File: config.mk
export PLATFORM = sky130hd
export DESIGN_NAME = pmt_resolver
export DESIGN_NICKNAME = d
export VERILOG_FILES = /design/src/pmt_merge.v /design/src/pmt_resolver.v
export VERILOG_INCLUDE_DIRS = /design/src
export SDC_FILE = /design/constraint.sdc
export NUM_CORES = 1
export LEC_CHECK = 0
export BUFFER_PORTS_ARGS = -buffer_cell sky130_fd_sc_hd__buf_2
export CORE_ASPECT_RATIO = 1.4
export CORE_MARGIN = 3
export CORE_UTILIZATION = 46
export CTS_CLUSTER_DIAMETER = 120
export DETAILED_ROUTE_END_ITERATION = 16
export PLACE_DENSITY = 0.88
export SYNTH_ARGS = -nofsm -noshare
export SYNTH_HDL_FRONTEND = slang
export SYNTH_SLANG_ARGS = --single-unit
File: constraint.sdc
create_clock -name pclk -period 2.3 [get_ports pclk]
set_clock_uncertainty 0.05 [all_clocks]
set_input_delay 0.23 -clock pclk [delete_from_list [all_inputs] [get_ports pclk]]
set_output_delay 0.23 -clock pclk [all_outputs]
set_load 0.1 [all_outputs]
File: src/pmt_map.vh
// register offsets, field layout, reset values and type encodings of the page memory type resolver
`ifndef PMT_MAP_VH
`define PMT_MAP_VH

// ==========================================================
// register offsets (byte addresses)
`define PMT_OFF_TABLE_LO      12'h000
`define PMT_OFF_TABLE_HI      12'h004
`define PMT_OFF_STATUS        12'h008
`define PMT_OFF_RANGE_CTRL    12'h00c
`define PMT_OFF_FEATURE       12'h010

// ==========================================================
// memory type encodings
`define PMT_TYPE_UC           3'h0
`define PMT_TYPE_WC           3'h1
`define PMT_TYPE_WT           3'h4
`define PMT_TYPE_WP           3'h5
`define PMT_TYPE_WB           3'h6
`define PMT_TYPE_UCM          3'h7
`define PMT_EFF_CD            4'h8
`define PMT_TYPE_W            3

// ==========================================================
// field layout
`define PMT_SLOT_W            8
`define PMT_SLOT_RSV_MASK     8'hf8
`define PMT_TABLE_RESET       64'h0007040600070406
`define PMT_FEATURE_BIT       16
`define PMT_LEAF_SEL_BIT      7
`define PMT_DIR_SEL_BIT       12
`define PMT_INHIBIT_BIT       4
`define PMT_WTHRU_BIT         3

// ==========================================================
// status bits
`define PMT_ST_FAULT          0
`define PMT_ST_PENDING        1

// ==========================================================
// range control fields
`define PMT_RC_ENABLE         3

// ==========================================================
// allocation states reported to the cache
`define PMT_ALLOC_NONE        2'h0
`define PMT_ALLOC_SHARED      2'h1
`define PMT_ALLOC_SH_EXCL     2'h2
`define PMT_ALLOC_MODIFIED    2'h3

`endif

File: src/pmt_merge.v
// effective memory type merge of table type and range type
`timescale 1ns/10ps
`default_nettype none
`include "pmt_map.vh"

module pmt_merge (
  input  wire [2:0] table_type,
  input  wire [2:0] range_type,
  output reg  [3:0] eff_type
);

  // ==========================================================
  // merge table
  // combine table type with range type
  always @* begin
    eff_type = {1'b0, range_type};
    case (table_type)
      `PMT_TYPE_UC: begin
        eff_type = (range_type == `PMT_TYPE_UC) ? 4'h0 : `PMT_EFF_CD;
      end
      `PMT_TYPE_UCM: begin
        if (range_type == `PMT_TYPE_UC)
          eff_type = 4'h0;
        else if (range_type == `PMT_TYPE_WC)
          eff_type = {1'b0, `PMT_TYPE_WC};
        else
          eff_type = `PMT_EFF_CD;
      end
      `PMT_TYPE_WC: begin
        eff_type = {1'b0, `PMT_TYPE_WC};
      end
      `PMT_TYPE_WP: begin
        if (range_type == `PMT_TYPE_UC)
          eff_type = 4'h0;
        else if (range_type == `PMT_TYPE_WP || range_type == `PMT_TYPE_WB)
          eff_type = {1'b0, `PMT_TYPE_WP};
        else
          eff_type = `PMT_EFF_CD;
      end
      `PMT_TYPE_WT: begin
        if (range_type == `PMT_TYPE_UC)
          eff_type = 4'h0;
        else if (range_type == `PMT_TYPE_WT || range_type == `PMT_TYPE_WB)
          eff_type = {1'b0, `PMT_TYPE_WT};
        else
          eff_type = `PMT_EFF_CD;
      end
      default: begin
        eff_type = {1'b0, range_type};
      end
    endcase
  end

endmodule // pmt_merge
`default_nettype wire

File: src/pmt_resolver.v
// page memory type resolver: attribute table, lookup, merge, cache policy, apb slave
// ==========================================================
`timescale 1ns/10ps
`default_nettype none
`include "pmt_map.vh"

module pmt_resolver #(
  parameter ENTRY_W = 64
) (
  input  wire               pclk,
  input  wire               presetn,
  // apb slave
  input  wire               psel,
  input  wire               penable,
  input  wire               pwrite,
  input  wire [11:0]        paddr,
  input  wire [31:0]        pwdata,
  input  wire [3:0]         pstrb,
  output wire               pready,
  output reg  [31:0]        prdata,
  output wire               pslverr,
  // translation request from the walker
  input  wire               xlat_valid,
  input  wire [ENTRY_W-1:0] xlat_entry,
  input  wire [1:0]         xlat_level,
  input  wire [2:0]         xlat_range_type,
  input  wire               xlat_is_write,
  // lookup answer to the cache path
  output reg                type_valid,
  output reg  [3:0]         eff_type_out,
  output reg  [2:0]         table_type_out,
  output reg                cacheable_out,
  output reg                combine_ok_out,
  output reg                speculate_ok_out,
  output reg  [1:0]         alloc_state_out,
  output reg                write_mem_out,
  output reg                write_cache_out,
  output reg                write_inval_out,
  output reg                protection_fault
);

  // walk level codes
  localparam [1:0] LVL_LEAF  = 2'h0;
  localparam [1:0] LVL_DIR   = 2'h1;
  localparam [1:0] LVL_UPPER = 2'h2;

  // ==========================================================
  // functions
  // true when an encoding is one of the supported types
  function type_ok;
    input [7:0] slot;
    begin
      type_ok = ((slot & `PMT_SLOT_RSV_MASK) == 8'h00) &&
                (slot[2:0] != 3'h2) && (slot[2:0] != 3'h3);
    end
  endfunction

  // check a 32-bit half of the table, four slots
  function half_ok;
    input [31:0] half;
    begin
      half_ok = type_ok(half[7:0]) && type_ok(half[15:8]) &&
                type_ok(half[23:16]) && type_ok(half[31:24]);
    end
  endfunction

  // byte-lane merge of write data into a word
  function [31:0] lane_merge;
    input [31:0] old_w;
    input [31:0] new_w;
    input [3:0]  strb;
    integer i;
    begin
      lane_merge = old_w;
      for (i = 0; i < 4; i = i + 1) begin
        if (strb[i])
          lane_merge[i*8 +: 8] = new_w[i*8 +: 8];
      end
    end
  endfunction

  // ==========================================================
  // registers
  reg  [63:0] table_reg;
  reg  [63:0] table_next;
  reg         fault_reg;
  reg         range_en_reg;
  reg  [2:0]  range_def_reg;
  reg         fault_set;
  reg  [2:0]  sel_reg;
  reg  [2:0]  range_reg;
  reg         wr_reg;
  reg         pend_reg;

  wire        access   = psel && penable;
  wire        wr_acc   = access && pwrite;
  wire        rd_setup = psel && !penable && !pwrite;
  wire        hit_lo   = (paddr == `PMT_OFF_TABLE_LO);
  wire        hit_hi   = (paddr == `PMT_OFF_TABLE_HI);
  wire        hit_st   = (paddr == `PMT_OFF_STATUS);
  wire        hit_rc   = (paddr == `PMT_OFF_RANGE_CTRL);
  wire        hit_ft   = (paddr == `PMT_OFF_FEATURE);
  wire        mapped   = hit_lo || hit_hi || hit_st || hit_rc || hit_ft;
  wire [31:0] lo_new   = lane_merge(table_reg[31:0], pwdata, pstrb);
  wire [31:0] hi_new   = lane_merge(table_reg[63:32], pwdata, pstrb);

  // zero wait states; error for any unmapped access or a faulting write
  assign pready  = 1'b1;
  assign pslverr = access && (!mapped || fault_set);

  // ==========================================================
  // table write check
  // candidate value and fault on bad encodings
  // a rejected write leaves the whole half untouched
  always @* begin
    table_next = table_reg;
    fault_set  = 1'b0;
    if (wr_acc && hit_lo) begin
      if (half_ok(lo_new))
        table_next[31:0] = lo_new;
      else
        fault_set = 1'b1;
    end else if (wr_acc && hit_hi) begin
      if (half_ok(hi_new))
        table_next[63:32] = hi_new;
      else
        fault_set = 1'b1;
    end else if (wr_acc && (hit_st || hit_ft)) begin
      fault_set = 1'b0; // no fault: feature is read-only, a status write only clears the fault bit
    end
  end

  // ==========================================================
  // register file update
  // table, status and range control
  always @(posedge pclk or negedge presetn) begin
    if (!presetn) begin
      table_reg     <= `PMT_TABLE_RESET;
      fault_reg     <= 1'b0;
      range_en_reg  <= 1'b0;
      range_def_reg <= 3'h0;
    end else begin
      table_reg <= table_next;
      // sticky fault: set wins over clear
      if (fault_set)
        fault_reg <= 1'b1;
      else if (wr_acc && hit_st && pwdata[`PMT_ST_FAULT])
        fault_reg <= 1'b0;
      if (wr_acc && hit_rc) begin
        range_def_reg <= pwdata[2:0];
        range_en_reg  <= pwdata[`PMT_RC_ENABLE];
      end
    end
  end

  // fault pulse toward the core
  always @(posedge pclk or negedge presetn) begin
    if (!presetn)
      protection_fault <= 1'b0;
    else
      protection_fault <= fault_set;
  end

  // ==========================================================
  // read data
  // read mux, looked up while a read is in its setup phase
  reg  [31:0] rd_mux;
  always @* begin
    rd_mux = 32'h00000000;
    if (rd_setup) begin
      if (hit_lo)
        rd_mux = table_reg[31:0];
      else if (hit_hi)
        rd_mux = table_reg[63:32];
      else if (hit_st)
        rd_mux = {30'h0, pend_reg, fault_reg};
      else if (hit_rc)
        rd_mux = {28'h0, range_en_reg, range_def_reg};
      else if (hit_ft)
        rd_mux = 32'h00000001 << `PMT_FEATURE_BIT;
    end
  end

  // read data register: loaded at the setup edge, stands through the access
  // phase and falls back to zero after it, so no stale word lingers on the bus
  always @(posedge pclk or negedge presetn) begin
    if (!presetn)
      prdata <= 32'h00000000;
    else
      prdata <= rd_mux;
  end

  // ==========================================================
  // index capture
  // pick select bits by level of the walk entry
  reg  [2:0] sel_next;
  always @* begin
    sel_next = 3'h0;
    case (xlat_level)
      LVL_LEAF: begin
        sel_next = {xlat_entry[`PMT_LEAF_SEL_BIT], xlat_entry[`PMT_INHIBIT_BIT],
                    xlat_entry[`PMT_WTHRU_BIT]};
      end
      LVL_DIR: begin
        sel_next = {xlat_entry[`PMT_DIR_SEL_BIT], xlat_entry[`PMT_INHIBIT_BIT],
                    xlat_entry[`PMT_WTHRU_BIT]};
      end
      default: begin
        sel_next = {1'b0, xlat_entry[`PMT_INHIBIT_BIT], xlat_entry[`PMT_WTHRU_BIT]};
      end
    endcase
  end

  // latch the index and range type during translation
  always @(posedge pclk or negedge presetn) begin
    if (!presetn) begin
      sel_reg   <= 3'h0;
      range_reg <= 3'h0;
      wr_reg    <= 1'b0;
      pend_reg  <= 1'b0;
    end else begin
      pend_reg <= xlat_valid;
      if (xlat_valid) begin
        sel_reg   <= sel_next;
        range_reg <= range_en_reg ? xlat_range_type : `PMT_TYPE_UC;
        wr_reg    <= xlat_is_write;
      end
    end
  end

  // ==========================================================
  // slot read and merge, always active
  // a table write lands at its access edge; a lookup latched in that cycle
  // already reads the new slot, so software drains lookups before a change
  wire [7:0] slot_sel  = table_reg[sel_reg*`PMT_SLOT_W +: `PMT_SLOT_W];
  wire [3:0] eff_w;

  pmt_merge u_merge (
    .table_type (slot_sel[2:0]),
    .range_type (range_reg),
    .eff_type   (eff_w)
  );

  // ==========================================================
  // cache policy per effective type
  reg        cach_n;
  reg        comb_n;
  reg        spec_n;
  reg  [1:0] alloc_n;
  reg        wmem_n;
  reg        wcache_n;
  reg        winv_n;
  always @* begin
    cach_n   = 1'b0;
    comb_n   = 1'b0;
    spec_n   = 1'b0;
    alloc_n  = `PMT_ALLOC_NONE;
    wmem_n   = wr_reg;
    wcache_n = 1'b0;
    winv_n   = 1'b0;
    case (eff_w)
      {1'b0, `PMT_TYPE_WC}: begin
        comb_n = 1'b1;
        spec_n = !wr_reg;
      end
      {1'b0, `PMT_TYPE_WT}: begin
        cach_n   = 1'b1;
        alloc_n  = wr_reg ? `PMT_ALLOC_NONE : `PMT_ALLOC_SHARED;
        wcache_n = wr_reg;
      end
      {1'b0, `PMT_TYPE_WP}: begin
        cach_n  = 1'b1;
        alloc_n = wr_reg ? `PMT_ALLOC_NONE : `PMT_ALLOC_SHARED;
        winv_n  = wr_reg;
      end
      {1'b0, `PMT_TYPE_WB}: begin
        cach_n   = 1'b1;
        alloc_n  = wr_reg ? `PMT_ALLOC_MODIFIED : `PMT_ALLOC_SH_EXCL;
        wmem_n   = 1'b0;
        wcache_n = wr_reg;
      end
      default: begin
        cach_n = 1'b0; // uc and cd: no cache, no combine, no speculation
      end
    endcase
  end

  // ==========================================================
  // registered answer, one cycle after the captured request
  always @(posedge pclk or negedge presetn) begin
    if (!presetn) begin
      type_valid       <= 1'b0;
      eff_type_out     <= 4'h0;
      table_type_out   <= 3'h0;
      cacheable_out    <= 1'b0;
      combine_ok_out   <= 1'b0;
      speculate_ok_out <= 1'b0;
      alloc_state_out  <= `PMT_ALLOC_NONE;
      write_mem_out    <= 1'b0;
      write_cache_out  <= 1'b0;
      write_inval_out  <= 1'b0;
    end else begin
      type_valid <= pend_reg;
      if (pend_reg) begin
        eff_type_out     <= eff_w;
        table_type_out   <= slot_sel[2:0];
        cacheable_out    <= cach_n;
        combine_ok_out   <= comb_n;
        speculate_ok_out <= spec_n;
        alloc_state_out  <= alloc_n;
        write_mem_out    <= wmem_n;
        write_cache_out  <= wcache_n;
        write_inval_out  <= winv_n;
      end
    end
  end

endmodule // pmt_resolver
`default_nettype wire

==> reports/summary.txt <==
CLOCKING
--------------------------------------------------------------------------------------
Number of buffers inserted during clock tree synthesis                              17
Buffer type at the clock tree root                                        sky130_fd_sc_hd__clkbuf_16
Clock sink count                                                                   126
Max Root-Sink Buffers                                                                2
Clock tree from TritonCTS                                                        built
CTS H-tree lvls                                                                      4
CTS clock-pin slew for the worst setup and hold paths                            60 ps
Clock insertion delay at the later pin of the skew report                       430 ps

LOGIC SYNTHESIS
--------------------------------------------------------------------------------------
Biggest area consumer among synthesized cells                             sky130_fd_sc_hd__dfrtp_1
Summed instance area of the synthesized netlist                               5444 µm²
Proportion of netlist area held by the largest area contributor                 0.5240
Flops & latches, synth                                                             126
Cell count after synthesis                                                         464
Net count after synthesis                                                          588
Most instantiated flip-flop cell in the synthesis netlist                 sky130_fd_sc_hd__dfrtp_1
Ys async rst share                                                               1.000
EDFF count, synth                                                                    0
YS warnings                                                                          0
Share of the yosys chip area belonging to registers                             0.5819
Post-synth cell types                                                               53
List of most frequent post-synthesis cells                                114 x sky130_fd_sc_hd__dfrtp_1, 53 x sky130_fd_sc_hd__nor2_1, 40 x sky130_fd_sc_hd__and2_1, 29 x sky130_fd_sc_hd__a22oi_1, 27 x sky130_fd_sc_hd__mux2_2
Mean area per synthesized cell                                               11.73 µm²
Leading cell types by total area after synthesis                          sky130_fd_sc_hd__dfrtp_1 52%, sky130_fd_sc_hd__dfstp_2 5.8%, sky130_fd_sc_hd__mux2_2 5.6%
Most frequently used cell type in the post-synthesis netlist              sky130_fd_sc_hd__dfrtp_1

WORST HOLD PATH
--------------------------------------------------------------------------------------
Hold Crit Start                                                           xlat_entry[3]
Path type of the worst min-delay path                                        in -> reg
Depth of the worst hold-timing path                                                  2
Worst hold path endpoint                                                  sel_reg[0]$_DFFE_PN0P_

FINISH
--------------------------------------------------------------------------------------
Max FFs per register                                                                64
Number of nets in the layout                                                       771
Fraction of layout instances using a drive strength above 1                     0.4643
Syn-to-layout area delta                                                        39.92%
Fin area                                                                      7617 µm²
Finished Layout Cells                                                              804

PLACED DESIGN
--------------------------------------------------------------------------------------
Port Buf Inserts                                                                   113
Number of instances in the placed design                                           761
Weighted congestion reported at the end of routability-driven placement         0.9697
Post-detailed-placement half-perimeter wirelength                             11.29 mm
Standard cell area after detailed placement                                   6634 µm²

STA
--------------------------------------------------------------------------------------
Clock period minus worst slack                                                 2849 ps
Max frequency                                                                351.0 MHz
Final setup violating endpoints                                                     43
Worst-Margin Slew                                                             673.4 ps
Final clock period utilization by the worst path                                 1.239
Final critical-path setup slack                                              -548.7 ps
Setup TNS                                                                     -3555 ps
Number of max-slew violations in the final report                                    0
Unrepaired setup endpoints after global routing                                   true
Hold Fails Final Rpt                                                                 0
Max-slew headroom at the worst pin                                              0.5510
Final hold slack                                                              5.447 ps

GRT
--------------------------------------------------------------------------------------
Pin count of the biggest net entering global routing                                47
Via count of the first global-routing pass                                        5118
Wire length of the first global-routing pass                                  26.81 mm
Overall track demand over capacity in global routing                            0.2635
Final global-route overflow total                                                    0
Number of antenna violations at the first check in global routing                    1

CRITICAL PATH
--------------------------------------------------------------------------------------
Delay of the slowest cell on the worst path                                     550 ps
Max Fanout on Critical Path                                                          2
Path depth of the worst reg2reg path                                                 9
Data arrival time of the critical path                                         2570 ps
Launch instance of the worst register-to-register path                    table_reg[42]$_DFFE_PN1P_
Kind of start point of the critical path                                     flip-flop
Data required time at the worst endpoint                                       2020 ps
Worst path cell trace                                                     nor3b_1 > a211o_1 > or4_4 > o31ai_4 > a21oi_2 > a41o_4 > buf_12
Critical-path top delay cell                                              sky130_fd_sc_hd__dfstp_2
Capturing point of the worst reg2reg path                                 table_reg[56]$_DFFE_PN0P_
Crit path capture type                                                      output pin
Critical path class                                                         reg -> out
Reg2reg setup slack                                                            -190 ps

FLOORPLANNING
--------------------------------------------------------------------------------------
Top Ports                                                                          175
Die span in y                                                                 134.7 µm
Core area                                                                    11450 µm²
Area of the die                                                              13190 µm²
Initial Util                                                                    0.4753
Die W                                                                         97.94 µm
Site Rows                                                                           46

ROUTE
--------------------------------------------------------------------------------------
Via count of the routed design                                                    4945
Total length of routed wires                                                  18.48 mm
Number of iterations in the first detailed-routing pass                              8
Post-detailed-route count of antenna-violating nets                                  0
Average vias per placed instance                                                 6.150
Routed len/inst                                                               22.98 µm
First DRT Iteration DRCs                                                           571
Number of design rule violations left after detail routing                           0

PWR
--------------------------------------------------------------------------------------
Peak ir drop on the vdd network                                            0.0004277 V
PD cells                                                                  701.2 nW/µm²
Leak                                                                       0.003668 µW

STATUS
--------------------------------------------------------------------------------------
Outcome                                                                   finished with violations
Violated checks                                                           setup timing

FLOW RUN
--------------------------------------------------------------------------------------
Number of max-cap violations                                                         0

[cells by family (layout without fill, tap and decap cells)]
group | count (synthesis) | in the layout | share of synthesized area
and+or+nand+nor | 166 | 166 | 0.1659
DFF | 126 | 126 | 0.5819
AOI/OAI and AO/OA | 90 | 90 | 0.1154
muxes | 47 | 47 | 0.1099
buffers and inverters | 34 | 229 | 0.02620
other | 1 | 2 | 0.0006888
[final cells by class]
class	count	area (µm²)
Clock buffer	21	460.4
Timing Repair Buffer	190	1250
Clock inverter	10	138.9
Inverter	8	30.03
Antenna cell	1	2.502
Fill cell	745	3836
Multi-Input combinational cell	304	2385
Tap cell	144	180.2
Sequential cell	126	3171
[where the power goes]
part	total (µW)	internal (µW)	leakage (µW)	switching [µW]
logic	358	131	0.00170	227
clock network	2720	1750	0.000281	971
registers	2260	2240	0.00169	25.7
[placed cells by master, fill, tap and decap left out, types with 9 or more instances in the layout]
master | netlist | routed
sky130_fd_sc_hd__mux2_4 | 0 | 10
sky130_fd_sc_hd__dfrtp_1 | 114 | 112
sky130_fd_sc_hd__mux2_2 | 27 | 26
sky130_fd_sc_hd__buf_2 | 3 | 111
sky130_fd_sc_hd__and2_1 | 40 | 40
sky130_fd_sc_hd__nor3_1 | 12 | 9
sky130_fd_sc_hd__nand2_1 | 15 | 15
sky130_fd_sc_hd__dfstp_2 | 12 | 12
sky130_fd_sc_hd__nor2_1 | 53 | 52
sky130_fd_sc_hd__buf_4 | 1 | 60
sky130_fd_sc_hd__a22oi_1 | 29 | 29
sky130_fd_sc_hd__a21oi_1 | 17 | 16
sky130_fd_sc_hd__clkbuf_16 | 0 | 17
sky130_fd_sc_hd__buf_6 | 1 | 11
[metrics by stage]
step           utilization  total power, µW  worst slack (ps)
4_1_cts             0.6466             5324            -483.8
2_1_floorplan            -             2436             35.76
3_5_place_dp        0.5792             2621            -522.2
6_report            0.6651             5341            -548.7
3_3_place_gp        0.5792             2607            -456.8
5_1_grt             0.6651             5483            -562.9
[worst max-delay path, delay by kind of cell (launching register included)]
kind / cells / cell delay, ps
flip-flops: 1 / 550
buffers and inverters: 1 / 160
AO/OA/AOI/OAI: 4 / 910
AND/OR/NAND/NOR: 2 / 530
[timing repair]
action                                  CTS  global route
pin swaps                                 2             6
hold buffers                              4             0
endpoints found under the hold margin    26             0
endpoints found under the setup margin   20            29
gates resized for setup                  21            35
buffers inserted                          2             5
cloned                                    0             0
[worst max-delay path by stage]
stage | from | to | slack (ps) | cells past startpoint
after floorplan | paddr[10] | pslverr | 40 | 7
after global placement | pwdata[23] | pslverr | -460 | 8
after detailed placement | pwdata[23] | pslverr | -520 | 8
after CTS | table_reg[42]$_DFFE_PN1P_ | pslverr | -480 | 7
after global routing | table_reg[42]$_DFFE_PN1P_ | pslverr | -560 | 7
final | table_reg[42]$_DFFE_PN1P_ | pslverr | -550 | 7
[per-layer routing]
metal,track usage,share of wire,routed length (µm)
met5,0,0,0
met4,0.1747,0.077,1421
met1,0.2911,0.33,6088
met2,0.4473,0.51,9471
met3,0.06615,0.081,1495
Power figures use the tool's default switching activity.
